[src/verilog/pcw_cfg.svh]
// named constants for the counter array pwm and watchdog block
`ifndef PCW_CFG_SVH
`define PCW_CFG_SVH
`define PCW_DIV_LAST 4'hb
`define PCW_DIV_ZERO 4'h0
`define PCW_DIV_STEP 4'h1
`define PCW_DIV4_PHASE 2'h3
`define PCW_SEL_DIV12 3'h0
`define PCW_SEL_DIV4 3'h1
`define PCW_SEL_TICK 3'h2
`define PCW_SEL_PIN 3'h3
`define PCW_SEL_SYS 3'h4
`define PCW_CNT_RST 16'h0000
`define PCW_CNT_MAX 16'hffff
`define PCW_CNT_STEP 16'h0001
`define PCW_BYTE_RST 8'h00
`define PCW_BYTE_MAX 8'hff
`define PCW_WD_MOD 2
`endif

[src/verilog/pcw_pkg.sv]
// shared types for the counter array pwm and watchdog block
package pcw_pkg;
  // gray along off -> on -> locked
  typedef enum logic [1:0] {
    PCW_WD_OFF = 2'h0,
    PCW_WD_ON = 2'h1,
    PCW_WD_LOCK = 2'h3
  } pcw_wd_state_t;
endpackage

[src/verilog/pcw_top.sv]
// counter array with 16-bit pwm modules and module 2 watchdog
`timescale 1ns/1ps
`include "pcw_cfg.svh"
module pcw_top #(
  parameter int NUM_MOD = 3
) (
  // clock and reset
  input wire logic clk_i,
  input wire logic rst_i,
  // array mode register write
  input wire logic md_wr_i,
  input wire logic md_wd_enable_i,
  input wire logic md_wd_lock_i,
  input wire logic [2:0] md_clk_sel_i,
  input wire logic md_idle_suspend_i,
  // module mode register writes
  input wire logic [NUM_MOD-1:0] mode_wr_i,
  input wire logic mode_cmp_en_i,
  input wire logic mode_pwm_en_i,
  input wire logic mode_pwm16_i,
  input wire logic mode_match_en_i,
  // compare byte writes
  input wire logic [NUM_MOD-1:0] cmp_low_wr_i,
  input wire logic [NUM_MOD-1:0] cmp_high_wr_i,
  input wire logic [7:0] cmp_wdata_i,
  // flag writes
  input wire logic ovf_flag_clr_i,
  input wire logic [NUM_MOD-1:0] match_flag_clr_i,
  input wire logic wd_force_i,
  // clock sources and idle
  input wire logic cpu_idle_i,
  input wire logic ext_tick_i,
  input wire logic ext_clk_pin_i,
  // module outputs
  output logic [NUM_MOD-1:0] module_output_pin_o,
  output logic [NUM_MOD-1:0] comparator_enable_o,
  output logic [NUM_MOD-1:0] module_match_flag_o,
  // array status
  output logic counter_overflow_flag_o,
  output logic [15:0] counter_o,
  output logic [2:0] counter_clock_select_o,
  output logic idle_suspend_o,
  // watchdog
  output logic watchdog_enabled_o,
  output logic watchdog_locked_o,
  output logic watchdog_reset_o
);
  localparam int WD = `PCW_WD_MOD;

  generate
    if (NUM_MOD < WD + 1 || NUM_MOD > 8) begin : g_bad_cfg
      $error("NUM_MOD must be 3 to 8, module 2 carries the watchdog");
    end
  endgenerate

  typedef struct packed {
    logic [15:0] cnt;
    logic ovf;
    logic [NUM_MOD-1:0] mflag;
    logic [NUM_MOD-1:0] cmp_en;
    logic [NUM_MOD-1:0] pwm_en;
    logic [NUM_MOD-1:0] pwm16;
    logic [NUM_MOD-1:0] match_en;
    logic [NUM_MOD-1:0][7:0] cmp_lo;
    logic [NUM_MOD-1:0][7:0] cmp_hi;
    pcw_pkg::pcw_wd_state_t wd;
    logic [2:0] clk_sel;
    logic idle_susp;
    logic wd_rst;
  } pcw_top_state_t;

  pcw_top_state_t r;
  pcw_top_state_t n;

  logic tick;
  logic cnt_run;
  logic wd_on;
  logic [15:0] cnt_nxt;
  logic [7:0] wd_reload;
  logic [NUM_MOD-1:0] mode_w;
  logic [NUM_MOD-1:0] match_w;
  logic [NUM_MOD-1:0] pin_w;
  logic [NUM_MOD-1:0][15:0] cmp_w;

  pcw_prescale u_prescale (
    .clk_i(clk_i),
    .rst_i(rst_i),
    .clk_sel_i(r.clk_sel),
    .ext_tick_i(ext_tick_i),
    .ext_pin_i(ext_clk_pin_i),
    .tick_o(tick)
  );

  assign wd_on = (r.wd != pcw_pkg::PCW_WD_OFF);
  assign cnt_run = tick & ~(r.idle_susp & cpu_idle_i);
  assign cnt_nxt = r.cnt + `PCW_CNT_STEP;
  // restart point: offset whole high-byte steps past the current high byte
  assign wd_reload = r.cnt[15:8] + r.cmp_lo[WD];

  genvar gi;
  generate
    for (gi = 0; gi < NUM_MOD; gi++) begin : g_mod
      localparam bit IS_WD = (gi == WD);
      // module 2 serves the watchdog and drives no pwm while it runs
      assign mode_w[gi] = r.cmp_en[gi] & r.pwm_en[gi] & r.pwm16[gi]
                          & ~(IS_WD & wd_on);
      assign cmp_w[gi] = {r.cmp_hi[gi], r.cmp_lo[gi]};
      pcw_pwm16 u_pwm (
        .clk_i(clk_i),
        .rst_i(rst_i),
        .tick_i(cnt_run),
        .cnt_nxt_i(cnt_nxt),
        .mode_i(mode_w[gi]),
        .cmp_i(cmp_w[gi]),
        .match_o(match_w[gi]),
        .pin_o(pin_w[gi])
      );
    end
  endgenerate

  always_comb begin
    n = r;
    n.wd_rst = 1'b0;
    if (cnt_run) begin
      n.cnt = cnt_nxt;
    end
    if (ovf_flag_clr_i) begin
      n.ovf = 1'b0;
    end
    if (cnt_run && r.cnt == `PCW_CNT_MAX) begin
      n.ovf = 1'b1;
    end
    for (int i = 0; i < NUM_MOD; i++) begin
      if (mode_wr_i[i]) begin
        n.cmp_en[i] = mode_cmp_en_i;
        n.pwm_en[i] = mode_pwm_en_i;
        n.pwm16[i] = mode_pwm16_i;
        n.match_en[i] = mode_match_en_i;
      end
      if (cmp_low_wr_i[i]) begin
        n.cmp_lo[i] = cmp_wdata_i;
        n.cmp_en[i] = 1'b0;
      end
      if (cmp_high_wr_i[i]) begin
        n.cmp_hi[i] = cmp_wdata_i;
        n.cmp_en[i] = 1'b1;
      end
      if (match_flag_clr_i[i]) begin
        n.mflag[i] = 1'b0;
      end
      // a match in the clearing cycle still lands
      if (match_w[i] && r.match_en[i]) begin
        n.mflag[i] = 1'b1;
      end
    end
    if (wd_on && cmp_high_wr_i[WD]) begin
      n.cmp_hi[WD] = wd_reload;
    end
    if (wd_force_i) begin
      if (wd_on) begin
        n.wd_rst = 1'b1;
      end else begin
        n.mflag[WD] = 1'b1;
      end
    end
    if (wd_on && cnt_run && r.cnt[7:0] == `PCW_BYTE_MAX && r.cnt[15:8] == r.cmp_hi[WD]) begin
      n.wd_rst = 1'b1;
    end
    if (md_wr_i) begin
      // source and idle choice are frozen by the running watchdog
      if (!wd_on) begin
        n.clk_sel = md_clk_sel_i;
        n.idle_susp = md_idle_suspend_i;
      end
      case (r.wd)
        pcw_pkg::PCW_WD_LOCK: begin
          n.wd = pcw_pkg::PCW_WD_LOCK;
        end
        default: begin
          if (md_wd_lock_i) begin
            n.wd = pcw_pkg::PCW_WD_LOCK;
          end else if (md_wd_enable_i) begin
            n.wd = pcw_pkg::PCW_WD_ON;
          end else begin
            n.wd = pcw_pkg::PCW_WD_OFF;
          end
        end
      endcase
    end
  end

  always_ff @(posedge clk_i or posedge rst_i) begin
    if (rst_i) begin
      r <= '0;
      r.cnt <= `PCW_CNT_RST;
      r.wd <= pcw_pkg::PCW_WD_ON;
      r.clk_sel <= `PCW_SEL_DIV12;
      for (int i = 0; i < NUM_MOD; i++) begin
        r.cmp_lo[i] <= `PCW_BYTE_RST;
      end
    end else begin
      r <= n;
    end
  end

  assign module_output_pin_o = pin_w;
  assign comparator_enable_o = r.cmp_en;
  assign module_match_flag_o = r.mflag;
  assign counter_overflow_flag_o = r.ovf;
  assign counter_o = r.cnt;
  assign counter_clock_select_o = r.clk_sel;
  assign idle_suspend_o = r.idle_susp;
  // on and locked codes both carry bit 0, so each status output is a plain flop bit
  assign watchdog_enabled_o = r.wd[0];
  assign watchdog_locked_o = r.wd[1];
  assign watchdog_reset_o = r.wd_rst;
endmodule

[src/verilog/pcw_prescale.sv]
// counter clock source selection as a one-cycle tick
`timescale 1ns/1ps
`include "pcw_cfg.svh"
module pcw_prescale (
  // clock and reset
  input wire logic clk_i,
  input wire logic rst_i,
  // source select
  input wire logic [2:0] clk_sel_i,
  input wire logic ext_tick_i,
  input wire logic ext_pin_i,
  // tick out
  output logic tick_o
);
  typedef struct packed {
    logic [3:0] div;
    logic s1;
    logic s2;
    logic s3;
  } pcw_pre_state_t;

  pcw_pre_state_t r;
  pcw_pre_state_t n;

  always_comb begin
    n = r;
    n.div = (r.div == `PCW_DIV_LAST) ? `PCW_DIV_ZERO : r.div + `PCW_DIV_STEP;
    n.s1 = ext_pin_i;
    n.s2 = r.s1;
    n.s3 = r.s2;
  end

  always_ff @(posedge clk_i or posedge rst_i) begin
    if (rst_i) begin
      r <= '0;
    end else begin
      r <= n;
    end
  end

  // /4 taps the same divider so both rates stay evenly spaced
  always_comb begin
    case (clk_sel_i)
      `PCW_SEL_DIV12: tick_o = (r.div == `PCW_DIV_LAST);
      `PCW_SEL_DIV4: tick_o = (r.div[1:0] == `PCW_DIV4_PHASE);
      `PCW_SEL_TICK: tick_o = ext_tick_i;
      `PCW_SEL_PIN: tick_o = r.s3 & ~r.s2;
      `PCW_SEL_SYS: tick_o = 1'b1;
      default: tick_o = 1'b0;
    endcase
  end
endmodule

[src/verilog/pcw_pwm16.sv]
// one capture/compare module in 16-bit pwm mode
`timescale 1ns/1ps
`include "pcw_cfg.svh"
module pcw_pwm16 (
  // clock and reset
  input wire logic clk_i,
  input wire logic rst_i,
  // counter view
  input wire logic tick_i,
  input wire logic [15:0] cnt_nxt_i,
  // module setup
  input wire logic mode_i,
  input wire logic [15:0] cmp_i,
  // results
  output logic match_o,
  output logic pin_o
);
  typedef struct packed {
    logic pin;
  } pcw_pwm_state_t;

  pcw_pwm_state_t r;
  pcw_pwm_state_t n;

  assign match_o = tick_i & mode_i & (cnt_nxt_i == cmp_i);
  assign pin_o = r.pin;

  always_comb begin
    n = r;
    if (!mode_i) begin
      n.pin = 1'b0;
    end else if (match_o) begin
      // match beats the wrap, so compare zero never drops the output
      n.pin = 1'b1;
    end else if (tick_i && cnt_nxt_i == `PCW_CNT_RST) begin
      n.pin = 1'b0;
    end
  end

  always_ff @(posedge clk_i or posedge rst_i) begin
    if (rst_i) begin
      r <= '0;
    end else begin
      r <= n;
    end
  end
endmodule

[config.mk]
export PLATFORM = sky130hd
export DESIGN_NAME = pcw_top
export DESIGN_NICKNAME = d
export VERILOG_FILES = /design/src/verilog/pcw_pkg.sv /design/src/verilog/pcw_top.sv /design/src/verilog/pcw_prescale.sv /design/src/verilog/pcw_pwm16.sv
export VERILOG_INCLUDE_DIRS = /design/src /design/src/verilog
export SDC_FILE = /design/constraint.sdc
export NUM_CORES = 1
export LEC_CHECK = 0
export BUFFER_PORTS_ARGS = -buffer_cell sky130_fd_sc_hd__buf_2
export CAP_MARGIN = 0
export CORE_ASPECT_RATIO = 1.5
export CORE_MARGIN = 2
export CORE_UTILIZATION = 25
export CTS_BUF_LIST = sky130_fd_sc_hd__clkbuf_4 sky130_fd_sc_hd__clkbuf_8
export DETAILED_ROUTE_END_ITERATION = 10
export HOLD_SLACK_MARGIN = 0.03
export PLACE_DENSITY = 0.45
export SLEW_MARGIN = 20
export SYNTH_ARGS = -nofsm -noshare
export SYNTH_HDL_FRONTEND = slang
export SYNTH_SLANG_ARGS = --single-unit
[constraint.sdc]
create_clock -name clk_i -period 3.9 [get_ports clk_i]
set_input_delay 0 -clock clk_i [delete_from_list [all_inputs] [get_ports clk_i]]
set_output_delay 0 -clock clk_i [all_outputs]
set_load 0.005 [all_outputs]
==> metrics.md, run 1 <==
| Metric | Value |
|---|---|
| Crit path top cell by count | xnor2_1 |
| Final setup vio count | 0 |
| Pin count of the biggest net entering global routing | 69 |
| Max-cap violation count | 0 |
| CP cell instances | ha_1, nand3_1, nor3_1, xnor2_1, xnor2_1, or4b_1, or4_1, o22ai_2 |
| Die area | 23900 um2 |
| Reg2Reg Capture Point | module_match_flag_o[1] |
| CTS Hold Bufs | 40 |
| HP Class | in2reg |
| GRT Overall Usage | 14.3% |
| Top cell type's share of synthesized area | 42.4% |
| Worst-margin pin slew | 0.866 ns |
| Setup TNS | 0 ns |
| CP endpoint kind | flop |
| Worst clock skew | 0.0139 ns |
| Fin area | 6670 um2 |
| Avg WL per Cell | 18.6 um |
| Worst Setup Path Type | reg2reg |
| Worst reg-to-reg path cell count | 8 |
| CTS clk-pin slew, worst paths | 0.10 ns |
| Post-Route WL | 16.5 mm |
| First-pass GRT wire length | 26.0 mm |
| LEAKAGE | 2.82 nW |
| Placed Area | 6050 um2 |
| R2R setup slack | 0.51 ns |
| Vias | 4135 |
| Worst r2r src | counter_o[0] |
| Root Buffer Master | clkbuf_8 |
| Fin. max-slew vios | 0 |
| Commonest non-fill, non-tap cell in the layout | dfrtp_1 |
| CP max stage cell | or4_1 |
| Worst rel slew slack | 42.2% |
| Register area share after synthesis | 42.9% |
| Core Area | 22300 um2 |
| Clock sink count | 97 |
| Worst Path Required | 4.21 ns |
| Clock tree buffer depth | 2 |
| Row count | 67 |
| I/O pins | 71 |
| Antenna Nets Post-Route | 0 |
| Min Tclk post-route | 3.39 ns |
| P&R area growth vs syn | 17.7% |
| Most frequent cells in the layout | dfrtp_1, buf_2, mux2_2, xnor2_1, dlygate4sd3_1 |
| Pwr Total | 2.94 mW |
| F_max | 0.295 GHz |
| DP Wirelength | 12.7 mm |
| CP Launch Type | flop |
| Synth async-reset ratio | 100% |
| Slowest Stage Delay on Critical Path | 0.61 ns |
| WP buf/inv | 0 |
| CTS tree | yes |
| Register Area | 2430 um2 |
| Port-buffer cells | 70 |
| NumNets Final | 654 |
| CP Data Arrival Time | 3.70 ns |
| Pwr Density | 441 nW/um2 |
| Number of global-route vias before repair | 4419 |
| Tcrit/Tclk final | 87.0% |
| Stages on worst setup path | 8 |
| Synthesized flop and latch total | 97 |
| Multi-input combinational cell area | 2820 um2 |
| Delay-heaviest family, CP | simple AND/OR/NAND/NOR gates |
| Worst setup path startpoint | counter_o[0] |
| Ys flop type | dfrtp_1 |
| Syn Nets | 583 |
| Die Ht | 188 um |
| Die width | 127 um |
| Post-synth EDFFs | 0 |
| Peak VDD IR | 0.205 mV |
| Area leader, netlist | dfrtp_1 |
| Yosys warns | 0 |
| Outcome | finished, final reports clean |
| Num CTS Buffers | 9 |
| Initial drt markers | 163 |
| Grt total ovfl | 0 |
| Hold Fails Final Rpt | 0 |
| Gate count of the mapped netlist | 535 |
| Routed vias/inst | 4.67 |
| GP Congestion | 0.941 |
| Peak fanout along the critical path | 9 |
| Fillers | 2308 |
| Cell Area, Synth | 5660 um2 |
| Starting Density | 25.4% |
| Diodes inserted | 0 |
| Worst setup endpoint | module_match_flag_o[1] |
| RSZ-0062 raised after global routing | no |
| Clock Latency Late Sink | 0.38 ns |
| Layout cells sized above 1 | 24.4% |
| Resized Gates After CTS | 0 |
| H-tree levels | 3 |
| Initial DRT Pass Iterations | 4 |
| Top cells by area, synth | dfrtp_1, mux2_2, xnor2_1 |
| Buffer count from post-CTS setup fixing | 0 |
| DR DRC count | 0 |
| Unique cell type count in the Yosys netlist | 60 |
| Antenna violations before repair | 0 |
| Avg Synthesized Cell Area | 10.6 um2 |
through the flow:
stage | instances | util [%] | worst slack (ns) | hold slack, ns
global route | 886 | 29.9 | 0.287 | 0.0478
finish | 886 | 29.9 | 0.507 | 0.0522
detailed placement | 831 | 27.1 | 0.507 | 0.121
floorplan | 535 | - | 1.15 | 0.0314
CTS | 886 | 29.9 | 0.485 | 0.0402
global placement | 831 | 27.1 | 0.672 | 0.115
routing by layer:
metal / up-vias / routed length (um) / global-route usage (%)
met2: 93 / 8790 / 26.1
li1: 1980 / - / -
met4: 0 / 619 / 6.97
met5: - / 0 / 0
met3: 29 / 481 / 2.27
met1: 2033 / 6630 / 16.0
registers in the layout, indices dropped and copies added, names as in the netlist, 2 cells and up:
signal                  cells
cmp_w                      48
counter_o                  16
r                           9
u_prescale.r                5
comparator_enable_o         3
counter_clock_select_o      3
g_mod.u_pwm.pin_o           3
module_match_flag_o         3
u_prescale.n                2
worst min-delay path by stage:
stage	start	end	slack (ns)	cells past startpoint
2_1_floorplan	ext_clk_pin_i	u_prescale.n[1]	0.03	0
3_3_place_gp	ext_clk_pin_i	u_prescale.n[1]	0.12	1
3_5_place_dp	ext_clk_pin_i	u_prescale.n[1]	0.12	1
4_1_cts	cmp_high_wr_i[0]	comparator_enable_o[0]	0.04	2
5_1_grt	cmp_wdata_i[3]	cmp_w[27]	0.05	2
6_report	cmp_high_wr_i[0]	comparator_enable_o[0]	0.05	2
report_power, final:
group	total (mW)	switching (mW)	leakage [nW]	internal, mW
combinational	0.869	0.445	1.54	0.424
clock	0.734	0.360	0.104	0.374
sequential	1.33	0.203	1.17	1.13
cells by family after synthesis:
logic type | Yosys count | synth area share [%]
compound gates | 78 | 8.77
xor+xnor | 82 | 14.4
fa+ha+maj | 10 | 2.34
buf+inv | 73 | 7.29
flops | 97 | 42.9
mux | 57 | 11.2
simple gates | 138 | 13.1
final cells by class:
class | instances | area share (%)
Multi-Input combinational cell | 365 | 42.3
Sequential cell | 97 | 36.4
Timing Repair Buffer | 114 | 11.7
Tap cell | 276 | 5.18
Clock buffer | 10 | 2.06
Clock inverter | 5 | 1.20
Inverter | 19 | 1.11
synth_stat cells, types with 4 or more instances:
| library cell | instances |
|---|---|
| a2111oi_0 | 4 |
| a21o_1 | 4 |
| a21oi_1 | 15 |
| a31oi_1 | 6 |
| and3_1 | 5 |
| buf_1 | 4 |
| buf_2 | 6 |
| buf_4 | 31 |
| clkbuf_1 | 11 |
| dfrtp_1 | 96 |
| ha_1 | 9 |
| inv_1 | 19 |
| mux2_2 | 51 |
| mux2i_1 | 6 |
| nand2_1 | 35 |
| nand2b_1 | 6 |
| nand3_1 | 18 |
| nand4_1 | 10 |
| nor2_1 | 24 |
| nor2b_1 | 5 |
| nor3_1 | 8 |
| nor3b_1 | 4 |
| nor4_1 | 7 |
| o21ai_0 | 25 |
| o21bai_1 | 5 |
| xnor2_1 | 50 |
| xnor3_1 | 7 |
| xor2_1 | 25 |
(Power assumes the default switching activity.)
==> run 2, diff against run 1 <==
PLACE_DENSITY = not set   (was 0.45)
==> run 2 against run 1 <==
  * Flip-flop and latch count did not move
  * Clock power decreased by 8.7%
  * Critical endpoint unchanged
  * Largest cell class unchanged
  * Utilization is 0.056 points lower
  * Power is 2.4% lower
==> metrics.md, run 2 (synthesis results as in run 1) <==
| Metric | Value |
|---|---|
| Outcome | finished, final reports clean |
| Worst clock skew | 0.0145 ns (+0.000635 ns) |
| Fillers | 2288 (-0.87%) |
| Post-Route WL | 15.8 mm (-4.6%) |
| Core Area | 22300 um2 (unchanged) |
| Clock share of power | 23.4% (-1.6 points) |
| NumNets Final | 655 (+0.15%) |
| GP Congestion | 0.922 (-2.0%) |
| R2R setup slack | 0.54 ns (+0.03 ns) |
| I/O pins | 71 (unchanged) |
| Most frequent cells in the layout | dfrtp_1, buf_2, mux2_2, xnor2_1, dlygate4sd3_1 |
| Worst Path Required | 4.22 ns (about the same) |
| Die width | 127 um (unchanged) |
| Max-cap violation count | 0 (unchanged) |
| Root Buffer Master | clkbuf_8 |
| P&R area growth vs syn | 17.5% |
| Min Tclk post-route | 3.36 ns (-0.0321 ns) |
| Worst Setup Path Type | reg2reg |
| Setup TNS | 0 ns (unchanged) |
| RSZ-0062 raised after global routing | no |
| Worst reg-to-reg path cell count | 8 (unchanged) |
| Worst r2r src | counter_o[0] |
| Layout cells sized above 1 | 24.5% (+0.084 points) |
| Die area | 23900 um2 (unchanged) |
| Commonest non-fill, non-tap cell in the layout | dfrtp_1 |
| Peak VDD IR | 0.206 mV (+0.48%) |
| Util after Layout | 29.8% (-0.056 points) |
| Reg2Reg Capture Point | module_match_flag_o[1] |
| Grt total ovfl | 0 (unchanged) |
| CTS tree | yes |
| Tcrit/Tclk final | 86.2% (-0.82 points) |
| Buffer count from post-CTS setup fixing | 0 (unchanged) |
| Antenna Nets Post-Route | 0 (unchanged) |
| CP Launch Type | flop |
| Num CTS Buffers | 9 (unchanged) |
| Sequential share of power | 45.9% (+0.5 points) |
| Worst-margin pin slew | 0.837 ns (-0.0292 ns) |
| Row count | 67 (unchanged) |
| Switching share of power | 35.1% (+0.81 points) |
| Vias | 4186 (+1.2%) |
| CTS clk-pin slew, worst paths | 0.10 ns (about the same) |
| First-pass GRT wire length | 24.7 mm (-5.1%) |
| Pwr Density | 431 nW/um2 (-2.2%) |
| GRT Overall Usage | 13.5% (-0.79 points) |
| LEAKAGE | 2.82 nW (about the same) |
| Starting Density | 25.4% (unchanged) |
| DP Wirelength | 11.9 mm (-6.1%) |
| CP endpoint kind | flop |
| DR DRC count | 0 (unchanged) |
| Clock Latency Late Sink | 0.39 ns (about the same) |
| Cell Int Power | 1.86 mW (-3.6%) |
| Worst setup endpoint | module_match_flag_o[1] |
| Fin. max-slew vios | 0 (unchanged) |
| Worst setup path startpoint | counter_o[0] |
| Worst rel slew slack | 44.2% (+1.9 points) |
| Diodes inserted | 0 (unchanged) |
| Port-buffer cells | 70 (unchanged) |
| Logic pwr share | 30.7% (+1.1 points) |
| Largest register FFs | 48 (unchanged) |
| HP Class | in2reg |
| Routed vias/inst | 4.71 (+1.0%) |
| Initial drt markers | 197 (+21%) |
| H-tree levels | 3 (unchanged) |
| Number of global-route vias before repair | 4206 (-4.8%) |
| Antenna violations before repair | 0 (unchanged) |
| Initial DRT Pass Iterations | 6 (+2) |
| Final setup vio count | 0 (unchanged) |
| Peak fanout along the critical path | 9 (unchanged) |
| CP Data Arrival Time | 3.68 ns (-0.02 ns) |
| Clock sink count | 97 (unchanged) |
| Die Ht | 188 um (unchanged) |
| Clock tree buffer depth | 2 (unchanged) |
| Pin count of the biggest net entering global routing | 65 (-5.8%) |
| F_max | 0.298 GHz (+0.96%) |
| Avg WL per Cell | 17.7 um (-4.9%) |
| Hold Fails Final Rpt | 0 (unchanged) |
| Psw | 1.01 mW (-0.11%) |
-- run 2: cell count changes in the layout (fill, tap and decap cells not counted), sizes merged --
cell,before,now
clkinvlp,2,0
bufinv,2,1
clkbuf,10,9
dlygate4sd3,40,41
clkinv,1,6
-- run 2: stage by stage --
stage	power, mW	cell area (um2)	hold WS [ns]	instances	setup slack, ns
CTS	2.89	6660	0.0360	888	0.553
global placement	2.17	6050	0.122	831	0.681
floorplan	1.95	5660	0.0314	535	1.15
global route	3.02	6660	0.0347	888	0.186
finish	2.87	6660	0.0425	888	0.539
detailed placement	2.17	6050	0.124	831	0.556
-- run 2: power groups by stage --
stage               registers (mW)  clock network, mW  logic, mW
floorplan                     1.25                  0      0.706
global placement              1.33                  0      0.843
detailed placement            1.33                  0      0.837
CTS                           1.31              0.691      0.882
global route                  1.34              0.733      0.951
finish                        1.32              0.670      0.881
-- run 2: routing by layer --
| layer | vias to the layer above | global-route usage (%) | wire length (um) |
|---|---|---|---|
| met3 | 25 | 2.70 | 634 |
| met2 | 111 | 24.7 | 8430 |
| met1 | 2059 | 15.2 | 6260 |
| li1 | 1991 | - | - |
| met4 | 0 | 5.37 | 425 |
| met5 | - | 0 | 0 |
-- run 2: cell type report --
cell class	count	area, um2	area share [%]
clock buffers	9	124	1.86
clock inverters	7	71.3	1.07
inverters	19	73.8	1.11
multi-input cells	365	2820	42.4
flip-flops and latches	97	2430	36.5
well taps	276	345	5.19
repair buffers	115	791	11.9
-- run 2: worst min path at each step --
stage                     from              end  slack, ns  cells after the start
2_1_floorplan    ext_clk_pin_i  u_prescale.n[1]       0.03                      0
3_3_place_gp     ext_clk_pin_i  u_prescale.n[1]       0.12                      1
3_5_place_dp     ext_clk_pin_i  u_prescale.n[1]       0.12                      1
4_1_cts        cmp_low_wr_i[2]        cmp_w[33]       0.04                      3
5_1_grt        cmp_low_wr_i[2]        cmp_w[33]       0.03                      3
6_report       cmp_low_wr_i[2]        cmp_w[33]       0.04                      3
-- run 2: what timing repair did --
item | 4_1_cts | 5_1_grt
hold endpoints to repair | 128 | 0
gates resized for setup | 0 | 0
hold buffers | 41 | 0
endpoints found under the setup margin | 0 | 0
-- run 2: worst max-delay path: stages, from the launching register on --
cell and delay (ns):
dfrtp_1 0.58, ha_1 0.40, nand3_1 0.24, nor3_1 0.46, xnor2_1 0.23, xnor2_1 0.17, or4b_1 0.50, or4_1 0.58
o22ai_2 0.13
==> run 3, diff against run 2 <==
SYNTH_HIERARCHICAL = 1   (was not set)
==> run 3 against run 2 <==
  * Utilization up 0.74 points
  * Fmax down 1.1%
  * Clock skew is 0.0086 ns lower
  * Synthesized cell count is 8.8% lower
  * Critical endpoint is now module_match_flag_o[2]
  * Area after synthesis fell by 5.3%
  * Non-clock buffer count down 1
  * Routed wire length shrank 8.9%
  * Power rose by 3.3%
  * Largest cell class unchanged
==> metrics.md, run 3 <==
| Metric | Value |
|---|---|
| Peak VDD IR | 0.198 mV (-3.7%) |
| Fillers | 2125 (-7.1%) |
| Avg WL per Cell | 17.0 um (-4.4%) |
| Antenna violations before repair | 0 (unchanged) |
| P&R area growth vs syn | 20.2% |
| Ys flop type | dfrtp_1 |
| Largest register FFs | 48 (unchanged) |
| Final setup vio count | 0 (unchanged) |
| Routed vias/inst | 4.58 (-2.8%) |
| Antenna Nets Post-Route | 0 (unchanged) |
| HP Class | in2reg |
| Pwr Density | 460 nW/um2 (+6.7%) |
| Area leader, netlist | dfrtp_1 |
| F_max | 0.294 GHz (-1.1%) |
| I/O pins | 71 (unchanged) |
| Synthesized flop and latch total | 97 (unchanged) |
| Cell Area, Synth | 5360 um2 (-5.3%) |
| Largest family of logic cells by synthesized area | XOR/XNOR gates |
| Tcrit/Tclk final | 87.2% (+1.0 points) |
| Met2 wire len | 7.69 mm (-8.8%) |
| Core Area | 21100 um2 (-5.5%) |
| LEAKAGE | 2.75 nW (-2.6%) |
| Worst Path Required | 4.23 ns (about the same) |
| Cell Int Power | 1.88 mW (+0.97%) |
| Register area share after synthesis | 45.3% (+2.4 points) |
| Worst rel slew slack | 38.4% (-5.8 points) |
| Worst reg-to-reg path cell count | 11 (+3) |
| Grt total ovfl | 0 (unchanged) |
| Clock sink count | 97 (unchanged) |
| DR DRC count | 0 (unchanged) |
| Post-Route WL | 14.4 mm (-8.9%) |
| Most frequent cells in the layout | dfrtp_1, buf_2, xor2_1, mux2_2, dlygate4sd3_1 |
| Row count | 65 (-3.0%) |
| Top cells by area, synth | dfrtp_1, mux2_2, xor2_1 |
| Count leader, synth | dfrtp_1 |
| Buffer count from post-CTS setup fixing | 0 (unchanged) |
| Pre-CTS setup slack | 1.05 ns (+0.496 ns) |
| Commonest non-fill, non-tap cell in the layout | dfrtp_1 |
| Starting Density | 25.5% (+0.057 points) |
| Pin count of the biggest net entering global routing | 60 (-7.7%) |
| Num CTS Buffers | 9 (unchanged) |
| CTS clk-pin slew, worst paths | 0.11 ns (about the same) |
| Worst Setup Path Type | reg2reg |
| Min Tclk post-route | 3.40 ns (+0.0391 ns) |
| Diodes inserted | 0 (unchanged) |
| Simple-Gate Fraction of Synth Area | 13.3% (+0.22 points) |
| Number of global-route vias before repair | 3966 (-5.7%) |
| CTS tree | yes |
| Port-buffer cells | 70 (unchanged) |
| Switching share of power | 36.6% (+1.5 points) |
| Hold Fails Final Rpt | 0 (unchanged) |
| Post-synth EDFFs | 0 (unchanged) |
| Setup TNS | 0 ns (unchanged) |
| Sequential share of power | 44.1% (-1.8 points) |
| Fin. max-slew vios | 0 (unchanged) |
| Final hold slack | 0.0562 ns (+0.0137 ns) |
| GRT Overall Usage | 13.2% (-0.32 points) |
| NumNets Final | 621 (-5.2%) |
| Unique cell type count in the Yosys netlist | 49 (-18%) |
| CP Launch Type | flop |
| First-pass GRT wire length | 22.5 mm (-8.9%) |
| Worst-margin pin slew | 0.917 ns (+0.0802 ns) |
| XOR/XNOR Fraction of Synth Area | 14.5% (+0.16 points) |
| Avg Synthesized Cell Area | 11.0 um2 (+3.8%) |
| DP Wirelength | 10.8 mm (-8.8%) |
| Logic pwr share | 31.5% (+0.8 points) |
| Top cell type's share of synthesized area | 44.8% (+2.4 points) |
| R2R setup slack | 0.50 ns (-0.04 ns) |
| Synth async-reset ratio | 100% (unchanged) |
| WL met3 | 489 um (-23%) |
| Post-synthesis mux area share | 12.3% (+1.1 points) |
| Worst clock skew | 0.00597 ns (-0.00857 ns) |
| Max-cap violation count | 0 (unchanged) |
| DR top layer | met4 |
| Die width | 124 um (-2.6%) |
| Yosys warns | 6 (+6) |
| RSZ-0062 raised after global routing | no |
| Pwr Total | 2.96 mW (+3.3%) |
| Die area | 22700 um2 (-5.2%) |
| Gate count of the mapped netlist | 488 (-8.8%) |
| Adder-cell share of the synthesized area | 2.47% (+0.13 points) |
| Hold path depth | 2 (-1) |
| GP Congestion | 0.875 (-5.1%) |
| Clock share of power | 24.4% (+1.0 points) |
| Peak fanout along the critical path | 6 (-3) |
| Layout cells sized above 1 | 28.4% (+3.9 points) |
| Clock tree buffer depth | 2 (unchanged) |
| Psw | 1.08 mW (+7.7%) |
| Clock Latency Late Sink | 0.38 ns (about the same) |
| Initial drt markers | 207 (+5.1%) |
| Initial DRT Pass Iterations | 4 (-2) |
| Vias | 3877 (-7.4%) |
| Most instantiated cells after synthesis | dfrtp_1, xor2_1, mux2_2 |
| Root Buffer Master | clkbuf_8 |
| Met1 wire length | 5.64 mm (-10%) |
| Die Ht | 183 um (-2.6%) |
| CP endpoint kind | flop |
| Synth Area in Compound Gates | 6.21% (-2.6 points) |
| Outcome | finished, final reports clean |
| Syn Nets | 536 (-8.1%) |
| H-tree levels | 3 (unchanged) |
| CP Data Arrival Time | 3.73 ns (+0.05 ns) |
| Final setup margin | 0.500 ns (-0.0391 ns) |
[run 3: cell types whose count changed after synthesis, moves of 7 or more]
cell     delta
nor4_1     +10
o21ai_0    -14
xnor2_1    -18
xnor3_1     -7
xor2_1     +32
[run 3: layout make-up]
| class | count | area (um2) | share of cell area (%) |
|---|---|---|---|
| Timing Repair Buffer | 114 | 778 | 12.1 |
| Tap cell | 268 | 335 | 5.20 |
| Clock inverter | 7 | 95.1 | 1.48 |
| Sequential cell | 97 | 2430 | 37.7 |
| Clock buffer | 9 | 124 | 1.92 |
| Inverter | 16 | 62.6 | 0.971 |
| Multi-Input combinational cell | 335 | 2620 | 40.6 |
[run 3: worst max-delay path, cell delays in order, from the launching register on]
cell,delay [ns]
dfrtp_1,0.42
ha_1,0.22
and3_1,0.29
nand3_2,0.18
nor2_1,0.16
xor2_1,0.50
xor2_1,0.15
nor4_2,0.29
nand4_1,0.14
nor3_1,0.28
a221o_1,0.18
dlygate4sd3_1,0.53
[run 3: kinds of logic after synthesis]
logic type	count (synthesis)
DFF	97
AOI/OAI and AO/OA	48
and+or+nand+nor	129
muxes	59
adders and majority gates	10
xor gates and xnor gates	89
buffers and inverters	56
[run 3: final timing paths]
kind / start / to
worst max-delay path: counter_o[0] / module_match_flag_o[2]
worst min-delay path: cmp_high_wr_i[0] / cmp_w[11]
worst max register to register: counter_o[0] / module_match_flag_o[2]
worst min register to register: u_prescale/n[1] / u_prescale/n[0]
max in group asynchronous: rst_i / watchdog_enabled_o
min in group asynchronous: rst_i / g_mod[2].u_pwm/pin_o
[run 3: what timing repair did]
| item | 4_1_cts | 5_1_grt |
|---|---|---|
| hold endpoints to repair | 137 | 0 |
| resized for setup | 0 | 0 |
| hold buffers | 39 | 0 |
[run 3: power by group through the flow]
stage	logic, mW	clock network (mW)	registers (mW)
6_report	0.932	0.724	1.31
5_1_grt	1.03	0.790	1.33
4_1_cts	0.940	0.754	1.31
3_5_place_dp	0.898	0	1.33
3_3_place_gp	0.895	0	1.32
2_1_floorplan	0.693	0	1.28
[run 3: layer usage]
metal  vias up  global-route usage (%)
met5         -                       0
met4         0                    5.68
met3        25                    2.02
met2        79                    24.4
met1      1916                    14.7
li1       1857                       -
[run 3: through the flow]
stage | util (%) | cell area [um2] | cells
2_1_floorplan | - | 5360 | 488
3_3_place_gp | 27.7 | 5830 | 791
3_5_place_dp | 27.7 | 5830 | 791
4_1_cts | 30.6 | 6440 | 846
5_1_grt | 30.6 | 6440 | 846
6_report | 30.6 | 6440 | 846
